## config.mk

```make
export PLATFORM = sky130hd
export DESIGN_NAME = rbc_device_end_flat
export DESIGN_NICKNAME = d
export VERILOG_FILES = /design/src/verilog/rbc_pkg.sv /design/src/verilog/rbc_backplane_if.sv /design/src/verilog/rbc_device_end.sv /design/src/flat_wrapper.sv
export SDC_FILE = /design/constraint.sdc
export NUM_CORES = 1
export LEC_CHECK = 0
export BUFFER_PORTS_ARGS = -buffer_cell sky130_fd_sc_hd__clkbuf_2
export CAP_MARGIN = 40
export CORE_MARGIN = 2
export CORE_UTILIZATION = 32
export CTS_CLUSTER_SIZE = 10
export DETAILED_ROUTE_END_ITERATION = 6
export HOLD_SLACK_MARGIN = 0.1
export PLACE_DENSITY = 0.7
export SYNTH_ARGS = -nofsm -noshare
export SYNTH_HDL_FRONTEND = slang
export SYNTH_SLANG_ARGS = --single-unit
```

## constraint.sdc

```tcl
create_clock -name mclk_in -period 0.8 [get_ports mclk_in]
set_clock_uncertainty 0.15 [all_clocks]
set_input_delay 0.12 -clock mclk_in [delete_from_list [all_inputs] [get_ports mclk_in]]
set_output_delay 0.12 -clock mclk_in [all_outputs]
set_load 0.02 [all_outputs]
```

## src/verilog/rbc_pkg.sv

```systemverilog
// Package of constants and types shared by both backplane ends
package rbc_pkg;
	// =========================================
	// Widths
	localparam int RBC_DAT100_W = 5;
	localparam int RBC_CHIP_IDENTIFIER_W = 3;
	localparam int RBC_STRAP_W = 2;
	// =========================================
	// Reset values
	localparam logic RBC_ISO_RST = 1'b0;
	localparam logic RBC_ACT_RST = 1'b0;
	localparam logic [RBC_CHIP_IDENTIFIER_W-1:0] RBC_MASTER_ID = 3'h0;
	// Fixed top bit of the chip identifier, placed above the strap bits
	localparam logic RBC_ID_TOP_BIT = 1'b0;
	// Segment driver-enable states
	typedef enum logic [1:0] {
		RBC_SEG_IDLE,
		RBC_SEG_TX,
		RBC_SEG_RX
	} rbc_seg_t;
endpackage : rbc_pkg
```

## src/verilog/rbc_backplane_if.sv

```systemverilog
// Interface joining a repeater chip to the rest of its backplane
`timescale 1ns/100ps
interface rbc_backplane_if;
	import rbc_pkg::*;
	// =========================================
	// 100 Mbps segment
	logic [RBC_DAT100_W-1:0] backplane_data_100m;
	logic data_valid_100m_n;
	logic driver_enable_100m_n;
	logic isolate_out_100m;
	// =========================================
	// 10 Mbps segment
	logic backplane_data_10m;
	logic activity_enable_10m_n;
	logic coll_sense_local_10m_n;
	logic coll_sense_stack_10m_n;
	logic driver_enable_10m_n;
	logic isolate_out_10m;
	// Management master chain
	logic mgmt_master_chain;
	modport device (
		output backplane_data_100m, data_valid_100m_n, driver_enable_100m_n,
		output isolate_out_100m, backplane_data_10m, activity_enable_10m_n,
		output coll_sense_local_10m_n, coll_sense_stack_10m_n, driver_enable_10m_n,
		output isolate_out_10m,
		input mgmt_master_chain
	);
	modport partner (
		input backplane_data_100m, data_valid_100m_n, driver_enable_100m_n,
		input isolate_out_100m, backplane_data_10m, activity_enable_10m_n,
		input coll_sense_local_10m_n, coll_sense_stack_10m_n, driver_enable_10m_n,
		input isolate_out_10m,
		output mgmt_master_chain
	);
endinterface : rbc_backplane_if

```

## src/verilog/rbc_device_end.sv

```systemverilog
// Repeater chip end of the inter-repeater backplane
`timescale 1ns/100ps
module rbc_device_end
	import rbc_pkg::*;
(
	input wire logic mclk_in,
	input wire logic reset_in,
	rbc_backplane_if.device bp,
	input wire logic [RBC_STRAP_W-1:0] chip_strap_in,
	input wire logic iso_10m_cfg_in,
	input wire logic iso_100m_cfg_in,
	input wire logic ext_mac_active_in,
	input wire logic tx_100m_in,
	input wire logic [RBC_DAT100_W-1:0] tx_data_100m_in,
	input wire logic tx_10m_in,
	input wire logic tx_data_10m_in,
	output logic [RBC_CHIP_IDENTIFIER_W-1:0] chip_identifier_out,
	output logic is_master_chip_out,
	output logic mgmt_master_out
);
	// =========================================
	// Identity state
	logic [RBC_CHIP_IDENTIFIER_W-1:0] id_q;
	logic [RBC_CHIP_IDENTIFIER_W-1:0] id_d;
	logic owner_q;
	logic owner_d;
	// =========================================
	// Collision-sense state
	logic coll_local_n_q;
	logic coll_local_n_d;
	logic coll_stack_n_q;
	logic coll_stack_n_d;
	// =========================================
	// Isolate state
	logic iso10_q;
	logic iso10_d;
	logic iso100_q;
	logic iso100_d;
	// =========================================
	// 100 Mbps segment state
	logic den100_n_q;
	logic den100_n_d;
	logic dv100_n_q;
	logic dv100_n_d;
	logic [RBC_DAT100_W-1:0] dat100_q;
	logic [RBC_DAT100_W-1:0] dat100_d;
	// =========================================
	// 10 Mbps segment state
	logic den10_n_q;
	logic den10_n_d;
	logic ena10_n_q;
	logic ena10_n_d;
	logic dat10_q;
	logic dat10_d;
	// =========================================
	// Management chain state
	logic mm_q;
	logic mm_d;

	// =========================================
	// Identity
	// Identifier from straps
	// Straps assumed static, captured every clock anyway
	always_comb begin
		id_d = {RBC_ID_TOP_BIT, chip_strap_in};
		owner_d = (id_d == RBC_MASTER_ID);
	end

	// Identity registers, no owner claimed in reset
	always_ff @(posedge mclk_in) begin
		if (reset_in) begin
			id_q <= RBC_MASTER_ID;
			owner_q <= 1'b0;
		end else begin
			id_q <= id_d;
			owner_q <= owner_d;
		end
	end

	// =========================================
	// Collision sense on behalf of the MAC
	// Registered MAC activity
	// One flop of lag keeps pin glitches off the backplane
	always_comb begin
		coll_local_n_d = ~ext_mac_active_in;
		coll_stack_n_d = ~ext_mac_active_in;
	end

	// Collision-sense registers, lines released in reset
	always_ff @(posedge mclk_in) begin
		if (reset_in) begin
			coll_local_n_q <= ~RBC_ACT_RST;
			coll_stack_n_q <= ~RBC_ACT_RST;
		end else begin
			coll_local_n_q <= coll_local_n_d;
			coll_stack_n_q <= coll_stack_n_d;
		end
	end

	// =========================================
	// Isolation
	// Isolate follows config bits
	always_comb begin
		iso10_d = iso_10m_cfg_in;
		iso100_d = iso_100m_cfg_in;
	end

	// Isolate registers, board joined during reset
	always_ff @(posedge mclk_in) begin
		if (reset_in) begin
			iso10_q <= RBC_ISO_RST;
			iso100_q <= RBC_ISO_RST;
		end else begin
			iso10_q <= iso10_d;
			iso100_q <= iso100_d;
		end
	end

	// =========================================
	// 100 Mbps segment
	// Own enable, valid, data
	// Driver enable follows transmit
	// Data lines follow input when idle; valid qualifies them
	always_comb begin
		den100_n_d = ~tx_100m_in;
		dv100_n_d = ~tx_100m_in;
		dat100_d = tx_data_100m_in;
	end

	// 100 Mbps registers, segment quiet in reset
	always_ff @(posedge mclk_in) begin
		if (reset_in) begin
			den100_n_q <= ~RBC_ACT_RST;
			dv100_n_q <= ~RBC_ACT_RST;
			dat100_q <= '0;
		end else begin
			den100_n_q <= den100_n_d;
			dv100_n_q <= dv100_n_d;
			dat100_q <= dat100_d;
		end
	end

	// =========================================
	// 10 Mbps segment
	// Own enable, activity, data
	always_comb begin
		den10_n_d = ~tx_10m_in;
		ena10_n_d = ~tx_10m_in;
		dat10_d = tx_data_10m_in;
	end

	// 10 Mbps registers, segment quiet in reset
	always_ff @(posedge mclk_in) begin
		if (reset_in) begin
			den10_n_q <= ~RBC_ACT_RST;
			ena10_n_q <= ~RBC_ACT_RST;
			dat10_q <= 1'b0;
		end else begin
			den10_n_q <= den10_n_d;
			ena10_n_q <= ena10_n_d;
			dat10_q <= dat10_d;
		end
	end

	// =========================================
	// Management master chain
	// Low chain means master
	always_comb begin
		mm_d = ~bp.mgmt_master_chain;
	end

	// Chain register, nobody is master during reset
	always_ff @(posedge mclk_in) begin
		if (reset_in) begin
			mm_q <= 1'b0;
		end else begin
			mm_q <= mm_d;
		end
	end

	// =========================================
	// Backplane drive, every line straight from a flop
	// Transceiver enable, valid, data and collision-sense outputs
	assign bp.isolate_out_10m = iso10_q;
	assign bp.isolate_out_100m = iso100_q;
	assign bp.driver_enable_100m_n = den100_n_q;
	assign bp.driver_enable_10m_n = den10_n_q;
	assign bp.data_valid_100m_n = dv100_n_q;
	assign bp.backplane_data_100m = dat100_q;
	assign bp.activity_enable_10m_n = ena10_n_q;
	assign bp.backplane_data_10m = dat10_q;
	assign bp.coll_sense_local_10m_n = coll_local_n_q;
	assign bp.coll_sense_stack_10m_n = coll_stack_n_q;

	// Local status outputs
	assign chip_identifier_out = id_q;
	assign is_master_chip_out = owner_q;
	assign mgmt_master_out = mm_q;
endmodule : rbc_device_end

```

## src/flat_wrapper.sv

```systemverilog
// flat-port wrapper written by rule: the top's interface ports become plain ports
module rbc_device_end_flat import rbc_pkg::*;
  (mclk_in, reset_in, chip_strap_in, iso_10m_cfg_in, iso_100m_cfg_in, ext_mac_active_in, tx_100m_in, tx_data_100m_in, tx_10m_in, tx_data_10m_in, chip_identifier_out, is_master_chip_out, mgmt_master_out, bp_backplane_data_100m, bp_data_valid_100m_n, bp_driver_enable_100m_n, bp_isolate_out_100m, bp_backplane_data_10m, bp_activity_enable_10m_n, bp_coll_sense_local_10m_n, bp_coll_sense_stack_10m_n, bp_driver_enable_10m_n, bp_isolate_out_10m, bp_mgmt_master_chain);
  rbc_backplane_if bp_i ();
  input wire logic mclk_in;
  input wire logic reset_in;
  input wire logic [RBC_STRAP_W-1:0] chip_strap_in;
  input wire logic iso_10m_cfg_in;
  input wire logic iso_100m_cfg_in;
  input wire logic ext_mac_active_in;
  input wire logic tx_100m_in;
  input wire logic [RBC_DAT100_W-1:0] tx_data_100m_in;
  input wire logic tx_10m_in;
  input wire logic tx_data_10m_in;
  output logic [RBC_CHIP_IDENTIFIER_W-1:0] chip_identifier_out;
  output logic is_master_chip_out;
  output logic mgmt_master_out;
  output wire logic [$bits(bp_i.backplane_data_100m)-1:0] bp_backplane_data_100m;
  output wire logic [$bits(bp_i.data_valid_100m_n)-1:0] bp_data_valid_100m_n;
  output wire logic [$bits(bp_i.driver_enable_100m_n)-1:0] bp_driver_enable_100m_n;
  output wire logic [$bits(bp_i.isolate_out_100m)-1:0] bp_isolate_out_100m;
  output wire logic [$bits(bp_i.backplane_data_10m)-1:0] bp_backplane_data_10m;
  output wire logic [$bits(bp_i.activity_enable_10m_n)-1:0] bp_activity_enable_10m_n;
  output wire logic [$bits(bp_i.coll_sense_local_10m_n)-1:0] bp_coll_sense_local_10m_n;
  output wire logic [$bits(bp_i.coll_sense_stack_10m_n)-1:0] bp_coll_sense_stack_10m_n;
  output wire logic [$bits(bp_i.driver_enable_10m_n)-1:0] bp_driver_enable_10m_n;
  output wire logic [$bits(bp_i.isolate_out_10m)-1:0] bp_isolate_out_10m;
  input wire logic [$bits(bp_i.mgmt_master_chain)-1:0] bp_mgmt_master_chain;
  assign bp_backplane_data_100m = bp_i.backplane_data_100m;
  assign bp_data_valid_100m_n = bp_i.data_valid_100m_n;
  assign bp_driver_enable_100m_n = bp_i.driver_enable_100m_n;
  assign bp_isolate_out_100m = bp_i.isolate_out_100m;
  assign bp_backplane_data_10m = bp_i.backplane_data_10m;
  assign bp_activity_enable_10m_n = bp_i.activity_enable_10m_n;
  assign bp_coll_sense_local_10m_n = bp_i.coll_sense_local_10m_n;
  assign bp_coll_sense_stack_10m_n = bp_i.coll_sense_stack_10m_n;
  assign bp_driver_enable_10m_n = bp_i.driver_enable_10m_n;
  assign bp_isolate_out_10m = bp_i.isolate_out_10m;
  assign bp_i.mgmt_master_chain = bp_mgmt_master_chain;
  rbc_device_end u_core (.mclk_in(mclk_in), .reset_in(reset_in), .bp(bp_i), .chip_strap_in(chip_strap_in), .iso_10m_cfg_in(iso_10m_cfg_in), .iso_100m_cfg_in(iso_100m_cfg_in), .ext_mac_active_in(ext_mac_active_in), .tx_100m_in(tx_100m_in), .tx_data_100m_in(tx_data_100m_in), .tx_10m_in(tx_10m_in), .tx_data_10m_in(tx_data_10m_in), .chip_identifier_out(chip_identifier_out), .is_master_chip_out(is_master_chip_out), .mgmt_master_out(mgmt_master_out));
endmodule
```

### Yosys cells after proc, flatten, opt, wreduce, memory -nomap -nowiden

Index checks and enable logic that the tools add are counted.

| word-level totals | value |
|---|---|
| register bits after elaboration | 16 |
| latch bits | 0 |
| bits in writable memories | 0 |
| memory bits (read-only) | 0 |
| bits of input ports | 16 |
| word-level logic and storage cells | 16 |
| memories | 0 |

| operators by class | value |
|---|---|
| add/subtract/negate cells | 0 |
| $mul | 0 |
| div/mod/pow operators | 0 |
| order comparisons | 0 |
| equal/unequal tests | 0 |
| shift operators | 0 |
| mux-type cells | 0 |
| bitwise operators | 4 |
| reduce and logical (&&, ||, !) cells | 1 |

Operator list:

| operator | count |
|---|---|
| $not 1->1 | 4 |
| $logic_not 2->1 | 1 |

### Longest topological paths before layout

Gate-level depths: netlist of the first run.

| depth | value |
|---|---|
| depth in word-level cells | 1 |
| mapped depth | 2 |

### Least setup slack after synthesis of the first run

OpenSTA, ideal clock, no wires.

| path | value |
|---|---|
| path kind | reg-to-output |
| start point | register u_core.coll_stack_n_q, in the netlist u_core.bp.coll_sense_stack_10m_n |
| end point | output bp_coll_sense_stack_10m_n |
| arrival | 0.595 ns |
| required time | 0.530 ns |
| slack | -0.065 ns |
| cell stages (with the launch flop) | 2 |
| path buffers | 1 |
| cells stage by stage | dfxtp_1 > buf_4 |

RTL lines:

| what | RTL line | source |
|---|---|---|
| start, declared | rbc_device_end.sv:31 | `logic coll_stack_n_q;` |
| start signal, assigned | rbc_device_end.sv:93 | `coll_stack_n_q <= ~RBC_ACT_RST;` |
| start signal, assigned | rbc_device_end.sv:96 | `coll_stack_n_q <= coll_stack_n_d;` |
| end, declared | flat_wrapper.sv:25 | `output wire logic [$bits(bp_i.coll_sense_stack_10m_n)-1:0] bp_coll_sense_stack_10m_n;` |

No word-level cell between the ends.

==> results.md, run 1 <==
- Hold slack: -0.144 ns
- Max-slew violation count: 0
- Leak: 0.000403 uW
- WL per Instance: 9.46 um
- Area after DPL: 603 sq um
- Area grow syn2layout: 94.9%
- Top delay family on crit path: flip-flops
- Clock sink count: 15
- Setup crit end kind: output pin
- Commonest cells in the netlist: 15 x dfxtp_1, 9 x nor2b_1, 4 x buf_4, 3 x nand2b_1
- ANT cells: 0
- Post-CTS Hold Buffers: 4
- Most used DFF post-synth: dfxtp_1
- Status: complete, but fails checks
- Post-Syn Nets: 52
- Power Total: 1520 uW
- Synth top area share: 0.680
- Final worst path period need: 1.03 ns
- Worst Path Max Fanout: 2
- Slowest CP cell: dfxtp_4
- Antenna Violating Nets Remaining: 0
- Hold-critical path depth: 2
- Fmax: 0.975 GHz
- Post-Syn Area per Cell: 12.3 sq um
- Filler Cells Inserted: 101
- Async set-reset flop share out of synthesis: 0
- Initial core utilization: 0.339
- Synthesis warning total: 0
- Largest net degree at the start of global routing: 13
- Dpl ws: -0.0182 ns
- Post-CTS setup buffers: 0
- Global route total overflow: 0
- Post-route cell area: 861 sq um
- Die Span Y: 41.2 um
- Synthesized flop and latch total: 15
- Slowest stage delay, CP: 0.36 ns
- RSZ-0062 raised after global routing: true
- Setup WS post-layout: -0.226 ns
- # Max-Cap Violations: 0
- Core Util, Final: 0.662
- Hold Vio Cnt, Final: 11
- Setup violators final: 18
- First-pass GRT wire length: 1.29 mm
- Final wirelength: 842 um
- Period Utilization, post-route: 1.28
- Startpoint types: register
- Worst Path Required: 0.53 ns
- Worst hold path type: in -> reg
- Crit path buffers/inverters: 1
- Tot GR Track Use: 0.124
- Cell variety after synth: 9
- WHS Endpoint: u_core.is_master_chip_out$_SDFF_PP0_
- Seq/Total Area, Yosys: 0.680
- Maximum vdd drop: 1.33 mV
- CTS tree: yes
- Violated checks: hold timing, setup timing
- EDFF count, synth: 0
- Row count: 13
- Die area: 1690 sq um
- Pwr Density: 1760 nW/um^2
- Vias/cell: 4.01
- Post-route DRC: 0
- Most common cell in the synthesized netlist: dfxtp_1
- Crit path kind: reg -> out
- Worst path cell trace: buf_8
- Antenna violations before repair: 0
- Final #Nets: 91
- Root buf cell: clkbuf_4
- Deepest clock path buffer count: 2
- I/O pin count: 35
- Critical path data arrival time: 0.76 ns
- Iter 0 DRT Violations: 1
- Clock transition at the registers of the reported paths: 0.09 ns
- Vias in the first global route: 345
- Core ar.: 1300 sq um
- Hold_sp: chip_strap_in[1]
- DR vias: 357
- RD Place Congestion: 0.691
- H-tree levels: 1
- Cell Area, Synth: 442 sq um
- Leading area contributor after synthesis: dfxtp_1
- Mapped Cells: 36
- Port buffer count: 33
- DR pass1 iterations: 2
- Total CTS buffers: 3
- Die Span X: 41.2 um
- Proportion of layout cells with a drive suffix above 1: 0.743
- Synth area leaders: dfxtp_1 68%, nor2b_1 13%, buf_4 6.8%, nand2b_1 4.2%, buf_6 2.5%
==> metrics by stage <==
stage | std cells | setup TNS (ns)
floorplan | 36 | 0
CTS | 89 | -4.01
global route | 89 | -4.33
detailed placement | 81 | -0.0233
global placement | 81 | 0
finish | 89 | -3.61
==> layout make-up <==
class | instances | area [sq um] | area share
Timing Repair Buffer | 39 | 393 | 0.456
Sequential cell | 15 | 322 | 0.374
Multi-Input combinational cell | 16 | 100 | 0.116
Clock buffer | 3 | 22.5 | 0.0262
Tap cell | 15 | 18.8 | 0.0218
Clock inverter | 1 | 5.00 | 0.00581
==> flip-flops by register name (all words and copies together), names as in the netlist <==
register,cells
u_core.bp.coll_sense_stack_10m_n,1
u_core.mgmt_master_out,1
u_core.chip_identifier_out,2
u_core.bp.backplane_data_100m,5
u_core.bp.isolate_out_100m,1
u_core.bp.backplane_data_10m,1
u_core.bp.driver_enable_100m_n,1
u_core.is_master_chip_out,1
u_core.bp.isolate_out_10m,1
u_core.bp.driver_enable_10m_n,1
==> where the power goes <==
group | leakage, uW | switching, uW | internal (uW)
Sequential | 0.000128 | 29.0 | 792
Clock | 0.0000177 | 223 | 185
Combinational | 0.000257 | 111 | 176
==> layout by cell type (no fill, tap or decap), types with 2 or more instances in the layout <==
cell           instances
dlygate4sd3_1          4
buf_8                 16
buf_6                  2
buf_4                  2
dfxtp_2               14
clkbuf_2              15
clkbuf_4               3
nand2b_1               3
nor2b_1                9
==> worst max-delay path by stage <==
stage               cells past startpoint  slack, ns                                  endpoint                                         from
floorplan                               1       0.01                 bp_coll_sense_stack_10m_n  u_core.bp.coll_sense_stack_10m_n$_SDFF_PP1_
global placement                        2      0.007  u_core.chip_identifier_out[0]$_SDFF_PP0_                                     reset_in
detailed placement                      3      -0.02   u_core.bp.backplane_data_10m$_SDFF_PP0_                                     reset_in
CTS                                     1      -0.23                 bp_coll_sense_local_10m_n  u_core.bp.coll_sense_stack_10m_n$_SDFF_PP1_
global route                            1      -0.26                  bp_activity_enable_10m_n     u_core.bp.driver_enable_10m_n$_SDFF_PP1_
finish                                  1      -0.23                 bp_coll_sense_local_10m_n  u_core.bp.coll_sense_stack_10m_n$_SDFF_PP1_
==> routing by layer <==
metal,GRT usage,share of wire,vias to the layer above
met5,0,0,-
li1,-,-,178
met3,0.0326,0.076,0
met4,0.0968,0,0
met2,0.211,0.58,18
met1,0.126,0.35,161
==> timing repair <==
item | in CTS | in global routing
gates resized for setup | 45 | 21
endpoints found under the hold margin | 15 | 14
endpoints found under the setup margin | 18 | 18
==> logic make-up (layout without fill, tap and decap cells) <==
group	count (synthesis)	after routing	synth area share
other	1	1	0.00849
flip-flops	15	15	0.680
AND/OR/NAND/NOR	15	15	0.218
buffers and inverters	5	43	0.0935
No activity file was read; power rests on OpenSTA's default activity.
==> inputs of run 2 (changes only) <==
- CORE_MARGIN: 2 -> not set
==> run 2 against run 1 <==
  * The run still ends with hold timing, setup timing left
  * Hold slack improved by 0.0012 ns
  * Global-route usage increased by 0.97 points
  * Clock-buffer cell count increased by 1
  * Sequential share of layout area about the same
  * Die area decreased by 9.5%
  * Utilization increased by 0.35 points
  * Wire length increased by 8.2%
  * Sequential cell count unchanged
  * Power increased by 0.37%
  * Non-clock buffer count decreased by 1
  * Setup slack improved by 0.0027 ns
==> results.md, run 2 (synthesis results as in run 1) <==
- Iter 0 DRT Violations: 0 (was 1)
- Largest net degree at the start of global routing: 16 (was 13)
- Largest register FFs: 5 (unchanged)
- ANT cells: 0 (unchanged)
- Filler Cells Inserted: 99 (was 101)
- Power Total: 1520 uW (about the same)
- I/O pin count: 35 (unchanged)
- Max-slew violation count: 0 (unchanged)
- Post-CTS setup buffers: 0 (unchanged)
- Core ar.: 1280 sq um (was 1300 sq um)
- Footprint of the multi-input gates: 100 sq um (unchanged)
- Hold-critical path depth: 2 (unchanged)
- Setup violators final: 18 (unchanged)
- RD Place Congestion: 0.550 (was 0.691)
- Top delay family on crit path: flip-flops (unchanged)
- Tot GR Track Use: 0.133 (was 0.124)
- Critical path data arrival time: 0.75 ns (was 0.76 ns)
- First-pass GRT wire length: 1.20 mm (was 1.29 mm)
- Die Span X: 39.2 um (was 41.2 um)
- WHS Endpoint: u_core.is_master_chip_out$_SDFF_PP0_ (unchanged)
- Seq. cell area: 319 sq um (was 322 sq um)
- Violated checks: hold timing, setup timing (unchanged)
- Hold slack: -0.142 ns (was -0.144 ns)
- Die area: 1530 sq um (was 1690 sq um)
- Fin cells: 88 (was 89)
- Row count: 13 (unchanged)
- Pwr Density: 1780 nW/um^2 (was 1760 nW/um^2)
- Post-CTS Hold Buffers: 4 (unchanged)
- Proportion of layout cells with a drive suffix above 1: 0.726 (was 0.743)
- Most frequent cells in the layout: 16 x buf_8, 15 x clkbuf_2, 15 x dfxtp_2, 9 x nor2b_1, 4 x dlygate4sd3_1 (was 16 x buf_8, 15 x clkbuf_2, 14 x dfxtp_2, 9 x nor2b_1, 4 x dlygate4sd3_1)
- Startpoint types: register (unchanged)
- Fmax: 0.977 GHz (was 0.975 GHz)
- Vias in the first global route: 287 (was 345)
- Antenna Violating Nets Remaining: 0 (unchanged)
- # Max-Cap Violations: 0 (unchanged)
- Antenna violations before repair: 0 (unchanged)
- H-tree levels: 1 (unchanged)
- Maximum vdd drop: 1.08 mV (was 1.33 mV)
- Root buf cell: clkbuf_4 (unchanged)
- Die Span Y: 39.2 um (was 41.2 um)
- Initial core utilization: 0.344 (was 0.339)
- Clock transition at the registers of the reported paths: 0.08 ns (was 0.09 ns)
- Setup crit end kind: output pin (unchanged)
- Post-route DRC: 0 (unchanged)
- Area grow syn2layout: 93.5% (was 94.9%)
- Hold_sp: chip_strap_in[1] (unchanged)
- Dpl ws: -0.0527 ns (was -0.0182 ns)
- Hold Vio Cnt, Final: 11 (unchanged)
- DR pass1 iterations: 1 (was 2)
- Vias/cell: 4.06 (was 4.01)
- Cell count after placement: 80 (was 81)
- Deepest clock path buffer count: 2 (unchanged)
- Worst path cell trace: clkbuf_8 (was buf_8)
- Crit path kind: reg -> out (unchanged)
- Clock sink count: 15 (unchanged)
- WL per Instance: 10.4 um (was 9.46 um)
- RSZ-0062 raised after global routing: true (unchanged)
- Crit path buffers/inverters: 1 (unchanged)
- Slowest stage delay, CP: 0.34 ns (was 0.36 ns)
- Final wirelength: 911 um (was 842 um)
- Status: complete, but fails checks (unchanged)
- DR vias: 357 (unchanged)
- Most common cell after layout, fill and taps aside: buf_8 (unchanged)
- Leak: 0.000398 uW (was 0.000403 uW)
- Setup WS post-layout: -0.223 ns (was -0.226 ns)
- Port buffer count: 33 (unchanged)
- Global route total overflow: 0 (unchanged)
- Worst Path Required: 0.53 ns (about the same)
- Final worst path period need: 1.02 ns (was 1.03 ns)
- Slowest CP cell: dfxtp_2 (was dfxtp_4)
- CTS tree: yes (unchanged)
- Period Utilization, post-route: 1.28 (about the same)
- Hpwl dp: 534 um
- Total CTS buffers: 3 (unchanged)
- Final #Nets: 90 (was 91)
- Worst Path Max Fanout: 2 (unchanged)
- Worst hold path type: in -> reg (unchanged)
- Setup TNS: -3.63 ns (was -3.61 ns)
==> run 2: area by class of cell <==
| cell class | instances | area share |
|---|---|---|
| clock buffers | 4 | 0.0307 |
| multi-input cells | 16 | 0.117 |
| flip-flops and latches | 15 | 0.373 |
| well taps | 15 | 0.0220 |
| repair buffers | 38 | 0.457 |
==> run 2: worst max path at each step <==
stage                                           startpoint                                        to  depth (start not counted)
2_1_floorplan  u_core.bp.coll_sense_stack_10m_n$_SDFF_PP1_                 bp_coll_sense_stack_10m_n                          1
3_3_place_gp                                      reset_in  u_core.chip_identifier_out[0]$_SDFF_PP0_                          2
3_5_place_dp                                      reset_in  u_core.chip_identifier_out[0]$_SDFF_PP0_                          2
4_1_cts           u_core.bp.driver_enable_10m_n$_SDFF_PP1_                    bp_driver_enable_10m_n                          1
5_1_grt          u_core.bp.driver_enable_100m_n$_SDFF_PP1_                      bp_data_valid_100m_n                          1
6_report       u_core.bp.coll_sense_stack_10m_n$_SDFF_PP1_                 bp_coll_sense_local_10m_n                          1
==> run 2: per-stage QoR <==
step	util	instance area, sq um
final	0.665	855
after global routing	0.665	855
after CTS	0.649	835
after detailed placement	0.463	596
after global placement	0.463	596
after floorplan	-	445
==> run 2: timing repair <==
item / CTS / global route
pin swaps: 0 / 1
endpoints found under the setup margin: 18 / 19
gates resized for setup: 46 / 16
hold endpoints to repair: 15 / 11
==> run 2: per-layer routing <==
metal,share of wire,global-route usage
met5,0,0
met4,0,0.129
met3,0.10,0.0694
met2,0.60,0.213
met1,0.30,0.116
==> run 2: where the power goes <==
group / leakage [uW] / switching [uW] / internal, uW
clock: 0.0000150 / 220 / 193
combinational: 0.000255 / 111 / 175
sequential: 0.000128 / 29.0 / 794
total: 0.000398 / 359 / 1160
==> inputs of run 3 (changes only) <==
- CORE_AREA: not set -> 2 2 39 41
- CORE_UTILIZATION: 32 -> not set
- DIE_AREA: not set -> 0 0 41 43
- PLACE_DENSITY: 0.7 -> 0.69
- clock period: 0.8 -> 1.1 ns (I/O delays scaled with it)
==> run 3 against run 2 <==
  * The run now ends clean
  * Global-route usage down 2.2 points
  * Clock power decreased by 27%
  * Power is 30% lower
  * Highest routed layer is now met4
==> results.md, run 3 (synthesis results as in run 1) <==
- Fmax: 0.934 GHz
- Worst Path Max Fanout: 2 (unchanged)
- Comb pwr share: 0.168 (was 0.188)
- Max-slew violation count: 0 (unchanged)
- Die area: 1760 sq um (was 1530 sq um)
- WL per Instance: 8.85 um (was 10.4 um)
- Clk pwr share: 0.286 (was 0.271)
- H-tree levels: 1 (unchanged)
- Flop pwr share: 0.547 (was 0.541)
- Global route total overflow: 0 (unchanged)
- Initial core utilization: 0.319 (was 0.344)
- RD Place Congestion: 0.565 (was 0.550)
- # Max-Cap Violations: 0 (unchanged)
- Most common cell after layout, fill and taps aside: clkbuf_2 (was buf_8)
- Post-route DRC: 0 (unchanged)
- Status: completed (was complete, but fails checks)
- Post-route cell area: 774 sq um (was 855 sq um)
- Int Pwr: 807 uW (was 1160 uW)
- Area after DPL: 586 sq um (was 596 sq um)
- Final #Nets: 99 (was 90)
- RSZ-0062 raised after global routing: true (unchanged)
- Die Span X: 41 um (was 39.2 um)
- Iter 0 DRT Violations: 1 (was 0)
- Critical path data arrival time: 0.76 ns (was 0.75 ns)
- Final worst path period need: 1.07 ns
- Deepest clock path buffer count: 2 (unchanged)
- Crit path buffers/inverters: 1 (unchanged)
- Worst Path Required: 0.78 ns (was 0.53 ns)
- Top delay family on crit path: flip-flops (unchanged)
- Setup violators final: 0 (was 18)
- ANT cells: 0 (unchanged)
- Switching Fraction: 0.240 (was 0.236)
- Largest register FFs: 5 (unchanged)
- Worst path cell trace: buf_2 (was clkbuf_8)
- Clock transition at the registers of the reported paths: 0.08 ns (about the same)
- Slowest stage delay, CP: 0.32 ns (was 0.34 ns)
- Most frequent cells in the layout: 21 x clkbuf_2, 14 x dlygate4sd3_1, 13 x dfxtp_1, 9 x nor2b_1, 8 x buf_4 (was 16 x buf_8, 15 x clkbuf_2, 15 x dfxtp_2, 9 x nor2b_1, 4 x dlygate4sd3_1)
- I/O pin count: 35 (unchanged)
- First-pass GRT wire length: 1.20 mm (unchanged)
- Core ar.: 1380 sq um (was 1280 sq um)
- DR pass1 iterations: 2 (was 1)
- Die Span Y: 43 um (was 39.2 um)
- Worst hold path type: in -> reg (unchanged)
- Vias/cell: 3.93 (was 4.06)
- Proportion of layout cells with a drive suffix above 1: 0.476 (was 0.726)
- Pwr Density: 1370 nW/um^2 (was 1780 nW/um^2)
- Hold Vio Cnt, Final: 0 (was 11)
- Area grow syn2layout: 75.4% (was 93.5%)
- Startpoint types: register (unchanged)
- Row count: 14 (was 13)
- Root buf cell: clkbuf_4 (unchanged)
- Post-CTS setup buffers: 0 (unchanged)
- Clock sink count: 15 (unchanged)
- Period Utilization, post-route: 0.973
- Final wirelength: 867 um (was 911 um)
- Filler Cells Inserted: 134 (was 99)
- Maximum vdd drop: 0.592 mV (was 1.08 mV)
- Setup TNS: 0 ns (was -3.63 ns)
- Tot GR Track Use: 0.111 (was 0.133)
- Slowest CP cell: dfxtp_1 (was dfxtp_2)
- Leak: 0.000380 uW (was 0.000398 uW)
- DR vias: 385 (was 357)
- Antenna Violating Nets Remaining: 0 (unchanged)
- Largest net degree at the start of global routing: 16 (unchanged)
- Crit path kind: reg -> out (unchanged)
- Switch Pwr: 254 uW (was 359 uW)
- Antenna violations before repair: 0 (unchanged)
- Vias in the first global route: 312 (was 287)
- CTS tree: yes (unchanged)
- Port buffer count: 33 (unchanged)
- Setup crit end kind: output pin (unchanged)
- Total CTS buffers: 3 (unchanged)
-- run 3: cell count changes in the layout (fill, tap and decap cells not counted) --
cell           before  now
dfxtp_2            15    2
buf_8              16    0
buf_4               1    8
clkbuf_8            2    0
dfxtp_1             0   13
clkbuf_2           15   21
buf_2               0    4
dlygate4sd3_1       4   14
-- run 3: final timing paths --
check                                                     start                                 to  slack, ns  depth (start not counted)
worst min-delay path                                   reset_in  u_core.mgmt_master_out$_SDFF_PP0_       0.08                          2
worst max-delay path  u_core.bp.driver_enable_100m_n$_SDFF_PP1_               bp_data_valid_100m_n       0.03                          1
-- run 3: cell type report --
cell class	count	area, sq um	area share
flip-flops and latches	15	303	0.391
clock buffers	4	26.3	0.0339
well taps	16	20.0	0.0258
multi-input cells	16	100	0.129
repair buffers	47	325	0.420
-- run 3: power groups by stage --
stage	Combinational, uW	Clock, uW	Sequential [uW]
after floorplan	45.9	0	630
after global placement	131	0	592
after detailed placement	132	0	592
after CTS	174	314	580
after global routing	192	335	584
final	178	303	580
-- run 3: metrics by stage --
step                      power, uW  cells  worst slack, ns  hold WS (ns)   util
final                          1060     98           0.0295        0.0815  0.560
after global routing           1110     98         -0.00795         0.103  0.560
after detailed placement        724     80            0.203         0.182  0.423
after CTS                      1070     98         -0.00351        0.0726  0.549
after floorplan                 676     36            0.190        0.0794      -
after global placement          722     80            0.227         0.180  0.423
-- run 3: what timing repair did --
action / in CTS / in global routing
hold buffers: 14 / 0
endpoints found under the setup margin: 3 / 12
gates resized for setup: 3 / 19
endpoints found under the hold margin: 15 / 0
pin swaps: 0 / 0
-- run 3: routing by layer --
metal | track usage | vias up | routed length (um)
met5 | 0 | - | 0
met4 | 0.120 | 0 | 23
met3 | 0.0314 | 4 | 65
met2 | 0.181 | 20 | 460
met1 | 0.0924 | 168 | 317
li1 | - | 193 | -
